File: src/core/slf_pkg.sv
// constants and types shared by the serial link frame control block
package slf_pkg;
  // link states driven by the separate link state machine
  typedef enum logic [1:0] {
    SLF_DISABLED, SLF_ENABLED, SLF_READY, SLF_CHECK
  } slf_link_t;
  // port operating mode
  typedef enum logic {SLF_PRIV, SLF_NORMAL} slf_mode_t;
  // special characters after 8b/10b decoding
  typedef enum logic [3:0] {
    SLF_K_FLAG, SLF_K_ABORT, SLF_K_ACK, SLF_K_RR, SLF_K_NUL,
    SLF_K_SAT, SLF_K_SATR, SLF_K_USER, SLF_K_DIS
  } slf_char_t;
  // pair tracking of indivisible special characters
  typedef enum logic [1:0] {
    SLF_P_NONE, SLF_P_ACK, SLF_P_RR, SLF_P_ABORT
  } slf_pair_t;
  // cause code reported with a link error recovery trigger
  typedef enum logic [1:0] {
    SLF_C_NONE, SLF_C_PROTOCOL, SLF_C_SEQUENCE, SLF_C_REJECT
  } slf_cause_t;
  typedef logic [7:0] slf_seq_t;      // sequence counter, up to 8 bits
  // control byte layout
  localparam int SLF_FT_HI  = 5;
  localparam int SLF_FT_LO  = 4;
  localparam int SLF_RSV_HI = 7;
  localparam int SLF_RSV_LO = 6;
  localparam int SLF_SQ_HI  = 1;      // sequence / reset type low bits
  // frame type codes
  localparam logic [1:0] SLF_FT_APP  = 2'h0;
  localparam logic [1:0] SLF_FT_RSV  = 2'h1;
  localparam logic [1:0] SLF_FT_PRIV = 2'h2;
  localparam logic [1:0] SLF_FT_CTRL = 2'h3;
  // reset type codes
  localparam logic [1:0] SLF_RT_LINK  = 2'h0;
  localparam logic [1:0] SLF_RT_TOTAL = 2'h1;
  localparam logic [1:0] SLF_RT_RSV   = 2'h2;
  localparam logic [1:0] SLF_RT_ABS   = 2'h3;
  // frame lengths in data characters
  localparam logic [7:0] SLF_MIN_LEN   = 8'h06;
  localparam logic [2:0] SLF_CRC_LEN   = 3'h4;
  localparam logic [7:0] SLF_LEN_LINK  = 8'h06; // control+status+check
  localparam logic [7:0] SLF_LEN_XLINK = 8'h07; // plus extended count
  localparam logic [7:0] SLF_LEN_PATH  = 8'h09; // control+4 path+check
  localparam logic [7:0] SLF_LEN_SAT   = 8'hFF;
  localparam logic [3:0] SLF_IDLE_FLAGS = 4'hA;
  localparam int SLF_FIFO_W = 8;
  localparam int SLF_FIFO_D = 4;
endpackage

File: src/core/slf_frame_ctrl.sv
// frame delimiting, pair checking, sequencing and payload fifo
module slf_fifo #(
  parameter int W = 8,
  parameter int D = 4
) (
  input  wire logic         i_clk,
  input  wire logic         i_reset,
  input  wire logic         i_valid,   // write request
  output logic              o_ready,   // room for one more word
  input  wire logic [W-1:0] i_data,
  output logic              o_valid,   // word available
  input  wire logic         i_ready,   // reader takes word
  output logic      [W-1:0] o_data
);
  localparam int AW = (D > 1) ? $clog2(D) : 1;
  // whole fifo state in one packed record
  typedef struct packed {
    logic [D-1:0][W-1:0] mem;
    logic [AW-1:0]       wp;
    logic [AW-1:0]       rp;
    logic [AW:0]         cnt;
  } slf_fifo_st_t;
  slf_fifo_st_t s, next_s;
  logic wr, rd;

  assign o_ready = (s.cnt != (AW+1)'(D));
  assign o_valid = (s.cnt != '0);
  assign o_data  = s.mem[s.rp];        // straight from flip-flops

  // pointer wrap works for any depth, not only powers of two
  always_comb begin
    next_s = s;
    wr = i_valid && o_ready;
    rd = o_valid && i_ready;
    if (wr) begin
      next_s.mem[s.wp] = i_data;
      next_s.wp = (s.wp == AW'(D-1)) ? '0 : s.wp + 1'b1;
    end
    if (rd) begin
      next_s.rp = (s.rp == AW'(D-1)) ? '0 : s.rp + 1'b1;
    end
    if (wr && !rd) begin
      next_s.cnt = s.cnt + 1'b1;
    end else if (rd && !wr) begin
      next_s.cnt = s.cnt - 1'b1;
    end
  end

  // state register
  always_ff @(posedge i_clk or posedge i_reset) begin
    if (i_reset) begin
      s <= '0;
    end else begin
      s <= next_s;
    end
  end
endmodule

module slf_frame_ctrl
  import slf_pkg::*;
(
  input  wire logic               i_clk,
  input  wire logic               i_reset,
  input  wire slf_pkg::slf_link_t i_link_state,  // from link state machine
  input  wire slf_pkg::slf_mode_t i_mode,
  input  wire logic               i_ext_distance, // wide counters
  input  wire logic               i_rx_valid,     // decoded character
  input  wire logic               i_rx_special,   // 1: special, 0: data
  input  wire slf_pkg::slf_char_t i_rx_code,
  input  wire logic [7:0]         i_rx_byte,
  output logic                    o_rx_accept,    // character taken
  output logic                    o_pay_valid,    // payload byte out
  input  wire logic               i_pay_ready,
  output logic [7:0]              o_pay_byte,
  output logic                    o_frame_done,   // frame closed, pulse
  output logic                    o_frame_ok,     // valid, forwardable
  output logic [7:0]              o_frame_ctrl,   // received control byte
  output logic                    o_ack_request,  // send an ACK pair
  output logic                    o_recovery,     // start recovery, pulse
  output slf_pkg::slf_cause_t     o_cause,
  output logic                    o_link_reset,
  output logic                    o_total_reset,
  output logic                    o_absolute_reset,
  output logic                    o_self_test,
  output logic [7:0]              o_link_status,
  output logic [7:0]              o_extended_receive_count_field,
  output slf_pkg::slf_seq_t       o_rx_seq,
  output slf_pkg::slf_seq_t       o_tx_seq,
  output logic [3:0]              o_tx_permit,    // one bit per frame type
  input  wire logic               i_tx_start,     // frame start request
  input  wire logic [7:0]         i_tx_ctrl,      // own or forwarded byte
  input  wire logic               i_tx_trailing,  // trailing FLAG sent
  input  wire logic               i_tx_abort,     // ABORT-FLAG sent
  output logic [7:0]              o_tx_ctrl,      // byte to transmit
  output logic                    o_tx_busy,
  output logic                    o_tx_refused
);
  // all block state in one packed record
  typedef struct packed {
    slf_pair_t       pend;       // first half of a pair seen
    slf_pair_t       last_pair;  // pair that ended on the last character
    logic [7:0]      data_cnt;   // data characters since last FLAG
    logic [3:0]      idle_cnt;   // idle FLAGs counted in Ready or Check
    logic [7:0]      ctrl;
    logic [7:0]      aux;        // second data character
    logic [7:0]      aux2;       // third data character
    logic [3:0][7:0] dly;        // holds back the check field
    logic [2:0]      dly_n;
    logic            push;
    logic [7:0]      push_byte;
    logic            done;
    logic            ok;
    logic            ack;
    logic            recov;
    slf_cause_t      cause;
    logic            lrst;
    logic            trst;
    logic            arst;
    logic            power_on_self_test;
    logic [7:0]      lstat;
    logic [7:0]      ersc;
    slf_seq_t        rx_seq;
    slf_seq_t        tx_seq;
    logic            tx_busy;
    logic [1:0]      tx_type;
    logic [7:0]      tx_ctrl;
    logic            tx_ref;
  } slf_state_t;

  slf_state_t s, next_s;
  logic       v, fin, ab, viol, drop, fifo_rdy;
  slf_pair_t  pr;
  slf_cause_t cz;
  logic [1:0] ft, rt;
  logic [7:0] lim;

  // send permission for one frame type in the current state and mode
  function automatic logic permit(input logic [1:0] t, input slf_link_t st,
                                  input slf_mode_t md);
    case (t)
      SLF_FT_CTRL: permit = (st != SLF_DISABLED);
      SLF_FT_PRIV: permit = (st == SLF_READY);
      default:     permit = (st == SLF_READY) && (md == SLF_NORMAL);
    endcase
  endfunction

  // next sequence count, two bits unless extended distance is on
  function automatic slf_seq_t bump(input slf_seq_t c, input logic ext);
    bump = ext ? slf_seq_t'(c + 8'h01)
               : {6'h00, 2'(c[SLF_SQ_HI:0] + 2'h1)};
  endfunction

  generate
    for (genvar g = 0; g < 4; g++) begin : g_perm
      assign o_tx_permit[g] = permit(2'(g), i_link_state, i_mode);
    end
  endgenerate

  // one push in flight at most: halves peak payload rate, never overflows
  assign o_rx_accept = fifo_rdy && !s.push;
  assign v = i_rx_valid && o_rx_accept;

  slf_fifo #(.W(SLF_FIFO_W), .D(SLF_FIFO_D)) u_fifo (
    .i_clk   (i_clk),
    .i_reset (i_reset),
    .i_valid (s.push),
    .o_ready (fifo_rdy),
    .i_data  (s.push_byte),
    .o_valid (o_pay_valid),
    .i_ready (i_pay_ready),
    .o_data  (o_pay_byte)
  );

  // receive character checks, frame close and transmit bookkeeping
  always_comb begin
    next_s = s;
    {next_s.push, next_s.done, next_s.ok, next_s.ack} = 4'h0;
    {next_s.recov, next_s.lrst, next_s.trst} = 3'h0;
    {next_s.arst, next_s.power_on_self_test, next_s.tx_ref} = 3'h0;
    next_s.cause = SLF_C_NONE;
    {fin, ab, viol, drop} = 4'h0;
    pr = SLF_P_NONE;
    cz = SLF_C_NONE;
    ft = s.ctrl[SLF_FT_HI:SLF_FT_LO];
    rt = s.ctrl[SLF_SQ_HI:0];
    lim = SLF_LEN_SAT;
    if (v) begin
      if (s.pend != SLF_P_NONE) begin
        // second half must follow at once
        next_s.pend = SLF_P_NONE;
        if (s.pend == SLF_P_ABORT && i_rx_special
            && i_rx_code == SLF_K_FLAG) begin
          ab = 1'b1;
        end else if (i_rx_special
            && ((s.pend == SLF_P_ACK && i_rx_code == SLF_K_ACK)
             || (s.pend == SLF_P_RR && i_rx_code == SLF_K_RR))) begin
          next_s.last_pair = s.pend;
        end else begin
          viol = 1'b1;
        end
      end else if (i_rx_special) begin
        next_s.last_pair = SLF_P_NONE;
        case (i_rx_code)
          SLF_K_ACK, SLF_K_RR: begin
            pr = (i_rx_code == SLF_K_ACK) ? SLF_P_ACK : SLF_P_RR;
            viol = (s.last_pair == pr)
                || (s.data_cnt == '0 && s.idle_cnt < SLF_IDLE_FLAGS);
            next_s.pend = pr;
          end
          SLF_K_ABORT: begin
            viol = (s.data_cnt == '0);
            next_s.pend = SLF_P_ABORT;
          end
          SLF_K_FLAG: fin = (s.data_cnt != '0);
          SLF_K_USER, SLF_K_SAT, SLF_K_SATR: begin
            viol = (s.data_cnt == '0 && s.idle_cnt < SLF_IDLE_FLAGS);
          end
          default: ;                                 // NUL and DIS ignored
        endcase
        // count idle FLAGs, saturating at the quiet window length
        if (i_rx_code == SLF_K_FLAG && s.data_cnt == '0
            && s.idle_cnt < SLF_IDLE_FLAGS) begin
          next_s.idle_cnt = s.idle_cnt + 4'h1;
        end
      end else begin
        // data character: first one opens a frame
        next_s.last_pair = SLF_P_NONE;
        next_s.idle_cnt = '0;
        if (s.data_cnt != SLF_LEN_SAT) begin
          next_s.data_cnt = s.data_cnt + 8'h01;
        end
        case (s.data_cnt)
          8'h00:   next_s.ctrl = i_rx_byte;
          8'h01:   next_s.aux  = i_rx_byte;
          8'h02:   next_s.aux2 = i_rx_byte;
          default: ;
        endcase
        // bytes leave only once four newer ones are held back
        if (s.data_cnt != '0) begin
          if (s.dly_n == SLF_CRC_LEN) begin
            next_s.push = 1'b1;
            next_s.push_byte = s.dly[SLF_CRC_LEN-1];
          end else begin
            next_s.dly_n = s.dly_n + 3'h1;
          end
          next_s.dly = {s.dly[2:0], i_rx_byte};
        end
      end
    end
    // close the frame on its trailing FLAG
    if (fin) begin
      case (rt)
        SLF_RT_LINK: lim = i_ext_distance ? SLF_LEN_XLINK : SLF_LEN_LINK;
        SLF_RT_RSV:  lim = SLF_LEN_SAT;
        default:     lim = SLF_LEN_PATH;
      endcase
      if (s.data_cnt < SLF_MIN_LEN) begin
        cz = SLF_C_PROTOCOL;
      end else if (ft == SLF_FT_APP && i_mode == SLF_PRIV) begin
        drop = 1'b1;
      end else if (ft != SLF_FT_CTRL
                   && s.ctrl[SLF_SQ_HI:0] != s.rx_seq[SLF_SQ_HI:0]) begin
        cz = SLF_C_SEQUENCE;
      end else if (ft == SLF_FT_RSV
                   || (ft == SLF_FT_CTRL && rt == SLF_RT_RSV)) begin
        cz = SLF_C_REJECT;
      end else if (ft == SLF_FT_CTRL && s.data_cnt > lim) begin
        cz = SLF_C_REJECT;
      end
      next_s.ok = (cz == SLF_C_NONE) && !drop;
      if (next_s.ok && ft != SLF_FT_CTRL) begin
        next_s.rx_seq = bump(s.rx_seq, i_ext_distance);
        next_s.ack = 1'b1;
      end
      if (next_s.ok && ft == SLF_FT_CTRL) begin
        // control frames act at once, no pacing
        case (rt)
          SLF_RT_LINK: begin
            next_s.lrst = 1'b1;
            next_s.lstat = s.aux;
            if (i_ext_distance) begin
              next_s.ersc = s.aux2;
            end
          end
          SLF_RT_TOTAL: next_s.trst = 1'b1;
          SLF_RT_ABS: begin
            next_s.trst = 1'b1;
            next_s.arst = 1'b1;
            next_s.power_on_self_test = 1'b1;
          end
          default: ;
        endcase
      end
      next_s.recov = (cz != SLF_C_NONE);
      next_s.cause = cz;
      next_s.done = 1'b1;
    end
    // aborted frame is dropped without counting
    if (ab) begin
      next_s.done = 1'b1;
    end
    // the same FLAG also readies the next frame
    if (fin || ab) begin
      next_s.data_cnt = '0;
      next_s.dly_n = '0;
    end
    // pairing faults only act in Ready, and win over frame results
    if (viol && i_link_state == SLF_READY) begin
      next_s.recov = 1'b1;
      next_s.cause = SLF_C_PROTOCOL;
    end
    // transmit side: regenerate the sequence field of every non-control frame
    if (i_tx_start && !s.tx_busy) begin
      if (permit(i_tx_ctrl[SLF_FT_HI:SLF_FT_LO], i_link_state, i_mode)) begin
        next_s.tx_busy = 1'b1;
        next_s.tx_type = i_tx_ctrl[SLF_FT_HI:SLF_FT_LO];
        next_s.tx_ctrl = i_tx_ctrl;
        if (i_tx_ctrl[SLF_FT_HI:SLF_FT_LO] != SLF_FT_CTRL) begin
          next_s.tx_ctrl[SLF_SQ_HI:0] = s.tx_seq[SLF_SQ_HI:0];
        end
      end else begin
        next_s.tx_ref = 1'b1;
      end
    end
    if (s.tx_busy && i_tx_trailing) begin
      next_s.tx_busy = 1'b0;
      if (s.tx_type != SLF_FT_CTRL) begin
        next_s.tx_seq = bump(s.tx_seq, i_ext_distance);
      end
    end else if (s.tx_busy && i_tx_abort) begin
      next_s.tx_busy = 1'b0;
    end
    // idle FLAG window restarts on entering Ready or Check
    if (i_link_state != SLF_READY && i_link_state != SLF_CHECK) begin
      next_s.idle_cnt = '0;
    end
    // Disabled clears counters and framing
    if (i_link_state == SLF_DISABLED) begin
      next_s.rx_seq = '0;
      next_s.tx_seq = '0;
      next_s.tx_busy = 1'b0;
      next_s.data_cnt = '0;
      next_s.dly_n = '0;
      next_s.pend = SLF_P_NONE;
      next_s.last_pair = SLF_P_NONE;
    end
  end

  // state register
  always_ff @(posedge i_clk or posedge i_reset) begin
    if (i_reset) begin
      s <= '0;
    end else begin
      s <= next_s;
    end
  end

  // outputs straight from the state record
  assign o_frame_done     = s.done;
  assign o_frame_ok       = s.ok;
  assign o_frame_ctrl     = s.ctrl;
  assign o_ack_request    = s.ack;
  assign o_recovery       = s.recov;
  assign o_cause          = s.cause;
  assign o_link_reset     = s.lrst;
  assign o_total_reset    = s.trst;
  assign o_absolute_reset = s.arst;
  assign o_self_test      = s.power_on_self_test;
  assign o_link_status    = s.lstat;
  assign o_extended_receive_count_field        = s.ersc;
  assign o_rx_seq         = s.rx_seq;
  assign o_tx_seq         = s.tx_seq;
  assign o_tx_ctrl        = s.tx_ctrl;
  assign o_tx_busy        = s.tx_busy;
  assign o_tx_refused     = s.tx_ref;
endmodule

File: config.mk
export PLATFORM = sky130hd
export DESIGN_NAME = slf_frame_ctrl
export DESIGN_NICKNAME = d
export VERILOG_FILES = /design/src/core/slf_pkg.sv /design/src/core/slf_frame_ctrl.sv
export SDC_FILE = /design/constraint.sdc
export NUM_CORES = 1
export LEC_CHECK = 0
export ABC_CLOCK_PERIOD_IN_PS = 5500
export BUFFER_PORTS_ARGS = -buffer_cell sky130_fd_sc_hd__buf_2
export CAP_MARGIN = 40
export CORE_ASPECT_RATIO = 0.6
export CORE_MARGIN = 2
export CORE_UTILIZATION = 35
export DETAILED_ROUTE_END_ITERATION = 16
export GPL_TIMING_DRIVEN = 0
export PLACE_DENSITY = 0.56
export SLEW_MARGIN = 20
export SYNTH_ARGS = -nofsm -noshare
export SYNTH_HDL_FRONTEND = slang
export SYNTH_SLANG_ARGS = --single-unit
File: constraint.sdc
create_clock -name i_clk -period 5.5 [get_ports i_clk]
set_clock_uncertainty 0.15 [all_clocks]
set_input_delay 0.55 -clock i_clk [delete_from_list [all_inputs] [get_ports i_clk]]
set_output_delay 0.55 -clock i_clk [all_outputs]
set_load 0.01 [all_outputs]
==> run_results.csv, run 1 <==
group,metric,value,unit
timing,finalWorstPathRequiredPeriod,3.15,ns
timing,final.setup.worst_slack,2.35,ns
clock_tree,root_buffer,"clkbuf_16",
hold_path,worstHoldPathType,"in2async",
detailed_routing,ant_nets,0,
placement,dpl_worst_slack,2.08,ns
grt,grt_most_used_layer,"met1",
clock_tree,post_cts_setup_repair_buffer_count,0,
timing,timing.final.max_slew_violations,0,
synth,synth_top_cells_by_count,"dfrtp_1 (174), nand2_1 (143), mux2_2 (85)",
clock_tree,clock_insertion_delay_worst_skew,0.44,ns
layout,post-route-util,41.9,%
clock_tree,cts.htree.levels,4,
die,floorplan.rows,44,
synth,synth_cells,779,
clock_tree,tritoncts,"built",
die,die-area,0.0256,mm^2
clock_tree,clk_transition_reported_paths,0.07,ns
timing,setup_viol,0,
critical_path,regToRegEndpoint,"o_rx_seq[3]",
critical_path,data_arrival_time_at_the_worst_slack_endpoint,3.34,ns
placement,place.port_buffers,103,
timing,min_period_over_period,57.2,%
grt,overflow,0,
power_and_ir_drop,total_leakage_power,0.00510,uW
grt,globalRouteTotalUtil,16.3,%
timing,relSlewSlack,50.7,%
grt,met1_usage,26.6,%
detailed_routing,drt_wl_total,20000,um
critical_path,critical_path_fanout_max,10,
clock_tree,cts_inserted_buffers,17,
grt,first_global_vias,5899,
clock_tree,cts.hold.buffers_added,0,
grt,grt_first_pass_wirelength,32600,um
job,cap_viol_max_count,0,
grt,initial_antenna_violation_count,1,
layout,post_route_cells_drive_above_1_share,32.9,%
outcome,status,"finished clean",
synth,postSynth.asyncResetShare,100,%
placement,gp_routability_congestion,0.775,
critical_path,reg2reg_from,"o_frame_ctrl[0]",
synth,synthesis.nets,835,
synth,yosys_warnings,0,
die,die_width,205,um
detailed_routing,drc,0,
synth,netlist_top_cells_area,"dfrtp_1 (51%), mux2_2 (11%), nand2_1 (6.3%)",
die,die_height,125,um
die,design.core.area,0.0241,mm^2
critical_path,critPathLaunchType,"flip-flop",
timing,rsz0062_at_grt,"false",
synth,synth_area_leader_cell,"dfrtp_1",
placement,dp_hpwl,14200,um
critical_path,cp_data_required_time,5.69,ns
timing,hold_viol_final,0,
critical_path,worst_r2r_path_depth,10,
critical_path,path_class,"reg2reg",
critical_path,setup.worst_path.end_class,"flip-flop",
timing,tightestPinTransition,0.740,ns
layout,areaGrowthSynthToFinish,18.3,%
critical_path,ff2ff_setup_slack,2.35,ns
clock_tree,clock_sink_count,174,
synth,syn-cell-area,0.00852,mm^2
synth,synth_top_area_share,51.1,%
synth,postSynthAreaPerCell,10.9,um^2
clock_tree,clockBufferDepth,2,
detailed_routing,detailroute.via_count,6070,
timing,fin_hold_ws,0.0437,ns
die,design.portCount,106,
detailed_routing,drt_first_pass_iters,5,
detailed_routing,avgViaCountPerCell,4.89,
synth,synthDistinctLibCells,65,
detailed_routing,detail_route.wl_per_cell,16.1,um
layout,design.final.nets,961,
synth,yosys_register_bits,174,
synth,sequential_cell_area_fraction_in_the_yosys_report,51.1,%
die,floorplan.initialDensity,35.4,%
power_and_ir_drop,total_power,3750,uW
synth,synthMostInstantiatedCell,"dfrtp_1",
synth,synth_enable_flop_cells,0,
timing,max_clk_rate,318,MHz
grt,global_routing_met2_resource_utilization,20.5,%
clock_tree,postCtsResizedCells,0,
power_and_ir_drop,power_density,372,mW/mm^2
grt,grt_max_degree,91,
power_and_ir_drop,power.ir.vdd_worst,226,uV
grt,globalRouteMet3Util,4.03,%
synth,synthFlopType,"dfrtp_1",
detailed_routing,drt_iter0_markers,338,
layout by cell type (no fill, tap or decap), types with 3 or more instances in the layout:
cell type,n
a21oi_1,18
mux4_2,8
nand4_1,16
o21ai_0,35
nor4b_1,3
inv_6,3
nor4_1,3
nor2_1,36
buf_2,105
and3_1,8
o211ai_1,9
clkbuf_1,21
clkinv_4,4
xor2_1,8
nor2b_1,8
o31ai_1,4
nor3_1,8
inv_8,6
mux2_1,4
a21o_1,9
mux2_2,85
or3_1,7
nand3_1,15
nand3b_1,3
nand2_1,143
buf_4,54
clkbuf_16,17
inv_1,17
mux2i_1,4
and2_1,4
dfrtp_1,174
and4_1,4
xnor2_1,4
ha_1,23
how the worst max path moves through the flow:
stage / from / end / slack, ns
4_1_cts: o_frame_ctrl[0] / o_link_status[3] / 2.13
6_report: o_frame_ctrl[0] / o_rx_seq[3] / 2.35
3_5_place_dp: i_ext_distance / o_link_status[3] / 2.08
3_3_place_gp: i_reset / o_frame_ctrl[2] / -2.22
2_1_floorplan: i_reset / o_absolute_reset / 0.08
5_1_grt: o_frame_ctrl[0] / o_rx_seq[3] / 2.06
critical path, cell delays in order (launching register included):
cell and delay [ns]:
dfrtp_1 0.51, nor2b_1 0.22, inv_1 0.13, ha_1 0.35, nand4_1 0.16, o41a_1 0.46
nor2_1 0.18, a21o_1 0.20, clkbuf_1 0.42, nand4_1 0.15, o211ai_1 0.13
routing by layer:
metal	share of wire (%)	wire length, um
met1	56	11200
met5	0	0
met4	0.83	167
met3	4.6	931
met2	39	7750
through the flow:
step                cells  instance area [um^2]  TNS, ns
finish               1241                 10100        0
global route         1241                 10100        0
CTS                  1239                 10100        0
detailed placement   1207                  9490        0
global placement     1204                  9440  -381.46
floorplan             779                  8520        0
sequential cells by signal (all words and copies together), names as in the netlist:
signal                          cells
o_absolute_reset                    1
o_tx_busy                           1
o_tx_refused                        1
o_rx_seq                            8
o_ack_request                       1
o_recovery                          1
o_frame_done                        1
s                                  77
o_cause                             2
o_total_reset                       1
o_tx_ctrl                           7
u_fifo.s                           39
o_link_status                       8
o_link_reset                        1
o_frame_ok                          1
o_extended_receive_count_field      8
o_tx_seq                            8
o_frame_ctrl                        8
cell type report:
| type | instances | area [um^2] |
|---|---|---|
| Clock inverter | 14 | 141 |
| Sequential cell | 174 | 4350 |
| Buffer | 77 | 494 |
| Inverter | 19 | 78.8 |
| Antenna cell | 1 | 2.50 |
| Timing Repair Buffer | 107 | 563 |
| Fill cell | 2334 | 14000 |
| Tap cell | 322 | 403 |
| Clock buffer | 18 | 439 |
| Multi-Input combinational cell | 509 | 3600 |
logic make-up after synthesis:
kind of cell | after synthesis | share of synthesized area, %
flip-flops | 174 | 51.1
buffers and inverters | 96 | 6.64
adder cells (fa/ha/maj) | 24 | 3.61
multiplexers | 101 | 14.4
AO/OA/AOI/OAI | 96 | 7.24
AND/OR/NAND/NOR | 276 | 15.8
XOR/XNOR | 12 | 1.23
report_power, final:
part	internal [uW]	total, uW	switching, uW
sequential	1510	1670	161
combinational	392	885	493
clock	616	1190	578
total	2520	3750	1230
Power figures use the tool's default switching activity.
==> run 2, diff against run 1 <==
--- a/config.mk
+++ b/config.mk
@@ -5,7 +5,7 @@
 export SDC_FILE = /design/constraint.sdc
 export NUM_CORES = 1
 export LEC_CHECK = 0
-export ABC_CLOCK_PERIOD_IN_PS = 5500
+export ABC_CLOCK_PERIOD_IN_PS = 3000
 export BUFFER_PORTS_ARGS = -buffer_cell sky130_fd_sc_hd__buf_2
 export CAP_MARGIN = 40
 export CORE_ASPECT_RATIO = 0.6
@@ -13,7 +13,7 @@
 export CORE_UTILIZATION = 35
 export DETAILED_ROUTE_END_ITERATION = 16
 export GPL_TIMING_DRIVEN = 0
-export PLACE_DENSITY = 0.56
+export PLACE_DENSITY = 0.54
 export SLEW_MARGIN = 20
 export SYNTH_ARGS = -nofsm -noshare
 export SYNTH_HDL_FRONTEND = slang
==> constraint.sdc (replaced) <==
create_clock -name i_clk -period 3 [get_ports i_clk]
set_clock_uncertainty 0.15 [all_clocks]
set_input_delay 0.3 -clock i_clk [delete_from_list [all_inputs] [get_ports i_clk]]
set_output_delay 0.3 -clock i_clk [all_outputs]
set_load 0.01 [all_outputs]
==> run_results.csv, run 2 (synthesized netlist as in run 1, its figures left out) <==
group,metric,value,unit
timing,tightestPinTransition,0.744,ns
timing,setup_viol,0,
detailed_routing,detail_route.wl_per_cell,15.9,um
critical_path,path_class,"reg2reg",
layout,layout.cell_area.non_filler,0.0105,mm^2
power_and_ir_drop,total_power,7140,uW
job,cap_viol_max_count,0,
critical_path,data_arrival_time_at_the_worst_slack_endpoint,3.02,ns
layout,design.final.nets,987,
timing,finalWorstPathRequiredPeriod,2.84,ns
grt,overflow,0,
clock_tree,cts.htree.levels,4,
power_and_ir_drop,power.ir.vdd_worst,324,uV
timing,timing.final.max_slew_violations,0,
detailed_routing,drt_wl_total,20100,um
clock_tree,clockBufferDepth,2,
layout,filler_cell_count,2293,
critical_path,cp_data_required_time,3.18,ns
die,die_height,125,um
hold_path,worstHoldPathType,"in2reg",
layout,post_route_cells_drive_above_1_share,33.7,%
layout,layout.area.seq,0.00436,mm^2
grt,initial_antenna_violation_count,0,
clock_tree,clock_sink_count,174,
layout,registers.top_by_ff_count,"s",
die,die-area,0.0256,mm^2
detailed_routing,drc,0,
timing,hold_viol_final,0,
detailed_routing,detailroute.via_count,6133,
die,floorplan.rows,44,
clock_tree,root_buffer,"clkbuf_16",
layout,layout_top_registers,"s (77), u_fifo.s (39)",
layout,multiInputGateArea,0.00364,mm^2
detailed_routing,drt_iter0_markers,354,
layout,diodes,0,
detailed_routing,drt_first_pass_iters,5,
placement,dp_hpwl,14700,um
placement,post_dp_cell_area,0.00959,mm^2
clock_tree,tritoncts,"built",
power_and_ir_drop,power_density,683,mW/mm^2
layout,layout.cells.most_common_list,"dfrtp_1 (172), nand2_1 (143), buf_2 (105)",
die,design.portCount,106,
critical_path,critPathLaunchType,"flip-flop",
timing,min_period_over_period,94.6,%
timing,max_clk_rate,352,MHz
grt,globalRouteTotalUtil,16.6,%
die,design.core.area,0.0241,mm^2
die,floorplan.initialDensity,35.4,%
outcome,status,"finished clean",
grt,grt_first_pass_wirelength,33100,um
clock_tree,clk_transition_reported_paths,0.07,ns
power_and_ir_drop,total_leakage_power,0.00526,uW
clock_tree,cts_inserted_buffers,17,
placement,place.port_buffers,103,
critical_path,critical_path_fanout_max,10,
critical_path,setup.worst_path.end_class,"flip-flop",
detailed_routing,avgViaCountPerCell,4.84,
layout,areaGrowthSynthToFinish,22.8,%
layout,layout.cells.most_common,"dfrtp_1",
die,die_width,205,um
timing,relSlewSlack,50.4,%
layout,largest_register_ff_count,77,
grt,grt_max_degree,33,
placement,gp_routability_congestion,0.784,
layout,post-route-util,43.5,%
detailed_routing,ant_nets,0,
grt,first_global_vias,5984,
clock_tree,clock_insertion_delay_worst_skew,0.44,ns
[run 2: repair_timing]
| item | in CTS | in global routing |
|---|---|---|
| pin swaps | 1 | 2 |
| buffers inserted | 0 | 3 |
| endpoints found under the setup margin | 21 | 37 |
| endpoints found under the hold margin | 50 | 0 |
| hold buffers | 19 | 0 |
| gates resized for setup | 5 | 9 |
[run 2: layout make-up]
type / instances / area share [%]
plain buffers: 77 / 4.76
clock buffers: 17 / 4.07
well taps: 322 / 3.85
flip-flops and latches: 174 / 41.7
multi-input cells: 509 / 34.8
clock inverters: 15 / 1.76
inverters: 19 / 0.718
repair buffers: 133 / 8.40
[run 2: final timing paths]
path                                       from            end  slack [ns]  depth (start not counted)
worst min-delay path               i_tx_ctrl[0]   o_tx_ctrl[0]        0.06                          3
max in group asynchronous               i_reset  o_total_reset        1.21                          7
min in group asynchronous               i_reset         s[124]        0.30                          3
worst max register to register  o_frame_ctrl[0]    o_rx_seq[3]        0.16                         10
worst max-delay path            o_frame_ctrl[0]    o_rx_seq[3]        0.16                         10
worst min register to register            s[89]          s[97]        0.31                          2
[run 2: worst max-delay path: stages (launching register included)]
cell and delay, ns:
dfrtp_2 0.49, nor2b_2 0.15, inv_1 0.10, ha_1 0.33, nand4_1 0.17, o41a_1 0.50
nor2_1 0.16, a21o_1 0.19, clkbuf_4 0.24, nand4_1 0.11, o211ai_1 0.13
[run 2: where the power goes]
group	switching [uW]	leakage [uW]	total, uW	internal [uW]
clock network	996	0.000302	2320	1320
logic	938	0.00262	1750	814
registers	294	0.00234	3070	2780
[run 2: metrics by stage]
stage	worst slack, ns	instances	setup TNS (ns)	hold slack [ns]
after floorplan	0.311	779	0	0.255
after global placement	-0.962	1204	-166.99	0.301
after detailed placement	-0.387	1212	-5.34	0.231
after CTS	0.0339	1263	0	0.0320
after global routing	-0.00633	1266	-0.00633	0.113
final	0.161	1266	0	0.0579
[run 2: per-layer routing]
metal	vias up	share of wire (%)	global-route usage [%]	routed length, um
met5	-	0	0	0
met4	0	1.1	5.63	228
met1	3008	56	27.6	11300
li1	2982	-	-	-
met2	127	37	20.0	7540
met3	16	5.3	4.13	1060
==> run 3, diff against run 2 <==
--- a/config.mk
+++ b/config.mk
@@ -11,6 +11,7 @@
 export CORE_ASPECT_RATIO = 0.6
 export CORE_MARGIN = 2
 export CORE_UTILIZATION = 35
+export CTS_BUF_LIST = sky130_fd_sc_hd__clkbuf_8
 export DETAILED_ROUTE_END_ITERATION = 16
 export GPL_TIMING_DRIVEN = 0
 export PLACE_DENSITY = 0.54
==> run_results.csv, run 3 (synthesized netlist as in run 1, its figures left out) <==
group,metric,value,unit
power_and_ir_drop,comb_power_share,26.9,%
detailed_routing,drc,0,
detailed_routing,drt_iter0_markers,336,
die,die-area,0.0256,mm^2
layout,layout.cell_area.non_filler,0.0103,mm^2
clock_tree,clk_transition_reported_paths,0.10,ns
grt,initial_antenna_violation_count,0,
clock_tree,clock_insertion_delay_worst_skew,0.49,ns
placement,dp_hpwl,14700,um
layout,largest_register_ff_count,77,
hold_path,whs_path_depth,3,
power_and_ir_drop,power_density,642,mW/mm^2
layout,post_route_cells_drive_above_1_share,33.6,%
critical_path,critical_path_fanout_max,10,
layout,filler_cell_count,2319,
layout,final_instance_count_excl_fillers,1270,
layout,layout.cells.most_common,"dfrtp_1",
layout,registers.top_by_ff_count,"s",
power_and_ir_drop,total_leakage_power,0.00519,uW
power_and_ir_drop,cellInternalPower,4440,uW
clock_tree,root_buffer,"clkbuf_8",
detailed_routing,detailroute.via_count,6169,
timing,setup_viol,0,
power_and_ir_drop,power.switching_fraction,32.9,%
grt,grt_first_pass_wirelength,33200,um
layout,layout_top_registers,"s (77), u_fifo.s (39)",
power_and_ir_drop,p_switching,2180,uW
timing,relSlewSlack,49.4,%
die,floorplan.initialDensity,35.4,%
power_and_ir_drop,power.share.clock,26.9,%
hold_path,hold-path-endpoint,"u_fifo.s[3]",
power_and_ir_drop,power.ir.vdd_worst,313,uV
critical_path,ff2ff_setup_slack,0.18,ns
placement,placed_cells,1212,
critical_path,timing.critical_path.from,"o_frame_ctrl[1]",
clock_tree,tritoncts,"built",
hold_path,timing.hold.worst.start,"i_pay_ready",
die,floorplan.rows,44,
power_and_ir_drop,share_seq_of_total_power,46.2,%
detailed_routing,detail_route.wl_per_cell,15.9,um
layout,layout.cells.most_common_list,"dfrtp_1 (172), nand2_1 (143), buf_2 (105)",
clock_tree,cts.htree.levels,4,
die,die_height,125,um
timing,finalWorstPathRequiredPeriod,2.82,ns
layout,areaGrowthSynthToFinish,20.9,%
critical_path,critPathLaunchType,"flip-flop",
critical_path,path_class,"reg2reg",
detailed_routing,avgViaCountPerCell,4.86,
die,design.portCount,106,
clock_tree,clock_sink_count,174,
timing,max_clk_rate,355,MHz
critical_path,reg2reg_from,"o_frame_ctrl[1]",
detailed_routing,ant_nets,0,
die,design.core.area,0.0241,mm^2
placement,post_dp_cell_area,0.00959,mm^2
outcome,status,"finished clean",
grt,first_global_vias,5993,
hold_path,worstHoldPathType,"in2reg",
timing,rsz0062_at_grt,"false",
clock_tree,clockBufferDepth,2,
timing,hold_viol_final,0,
critical_path,setup.worst_path.end_class,"flip-flop",
timing,fin_hold_ws,0.0500,ns
detailed_routing,drt_wl_total,20300,um
critical_path,worst_r2r_path_depth,10,
layout,design.final.nets,991,
detailed_routing,drt_first_pass_iters,5,
critical_path,regToRegEndpoint,"o_rx_seq[3]",
critical_path,data_arrival_time_at_the_worst_slack_endpoint,3.05,ns
clock_tree,cts_inserted_buffers,17,
grt,globalRouteTotalUtil,16.8,%
placement,place.port_buffers,103,
layout,diodes,0,
critical_path,cp_data_required_time,3.23,ns
grt,grt_max_degree,33,
die,die_width,205,um
placement,gp_routability_congestion,0.784,
timing,timing.final.max_slew_violations,0,
timing,min_period_over_period,93.9,%
timing,tightestPinTransition,0.759,ns
grt,overflow,0,
job,cap_viol_max_count,0,
run 3: cell types whose count changed in the layout (fill, tap and decap cells not counted), sizes merged:
cell and delta:
buf +2, dlygate4sd3 +2
run 3: timing repair:
action	CTS	global route
pin swaps	1	3
hold buffers	21	0
endpoints found under the setup margin	22	37
endpoints found under the hold margin	66	0
gates resized for setup	5	9
buffers inserted	0	5
cloned	0	0
run 3: final cells by class:
| type | count | area [um^2] | share of cell area [%] |
|---|---|---|---|
| Clock inverter | 15 | 184 | 1.79 |
| Multi-Input combinational cell | 509 | 3640 | 35.3 |
| Sequential cell | 174 | 4360 | 42.3 |
| Clock buffer | 17 | 234 | 2.27 |
| Timing Repair Buffer | 137 | 913 | 8.87 |
| Tap cell | 322 | 403 | 3.91 |
| Inverter | 19 | 75.1 | 0.729 |
| Buffer | 77 | 498 | 4.83 |
run 3: how the worst max path moves through the flow:
stage | endpoint | slack [ns] | depth (start not counted)
finish | o_rx_seq[3] | 0.18 | 10
global route | o_extended_receive_count_field[1] | 0.003 | 8
CTS | o_rx_seq[3] | 0.03 | 10
detailed placement | o_link_status[2] | -0.39 | 7
global placement | o_absolute_reset | -0.96 | 2
floorplan | o_link_status[0] | 0.31 | 8
run 3: critical path, cell delays in order (launching register included):
cell	delay, ns
dfrtp_2	0.46
nor2b_2	0.18
inv_1	0.10
ha_1	0.33
nand4_1	0.16
o41a_1	0.50
nor2_1	0.16
a21o_1	0.19
clkbuf_4	0.24
nand4_1	0.11
o211ai_1	0.13
run 3: metrics by stage:
step | power (uW) | TNS, ns | setup WS [ns] | util, %
after floorplan | 4210 | 0 | 0.311 | -
after global placement | 4690 | -166.99 | -0.962 | 39.2
after detailed placement | 4740 | -5.34 | -0.387 | 39.9
after CTS | 6590 | 0 | 0.0259 | 42.6
after global routing | 7050 | 0 | 0.00261 | 42.8
final | 6620 | 0 | 0.182 | 42.8
run 3: routing by layer:
metal | share of wire (%) | global-route usage (%) | vias up | routed length, um
li1 | - | - | 2986 | -
met1 | 56 | 27.7 | 3018 | 11300
met2 | 37 | 20.2 | 142 | 7550
met3 | 5.1 | 4.32 | 23 | 1040
met4 | 1.6 | 5.76 | 0 | 331
met5 | 0 | 0 | - | 0
run 3: power by group through the flow:
stage	Sequential (uW)	Clock, uW	Combinational (uW)
floorplan	3010	0	1200
global placement	3110	0	1580
detailed placement	3110	0	1630
CTS	3060	1840	1690
global route	3120	1950	1980
finish	3060	1780	1780
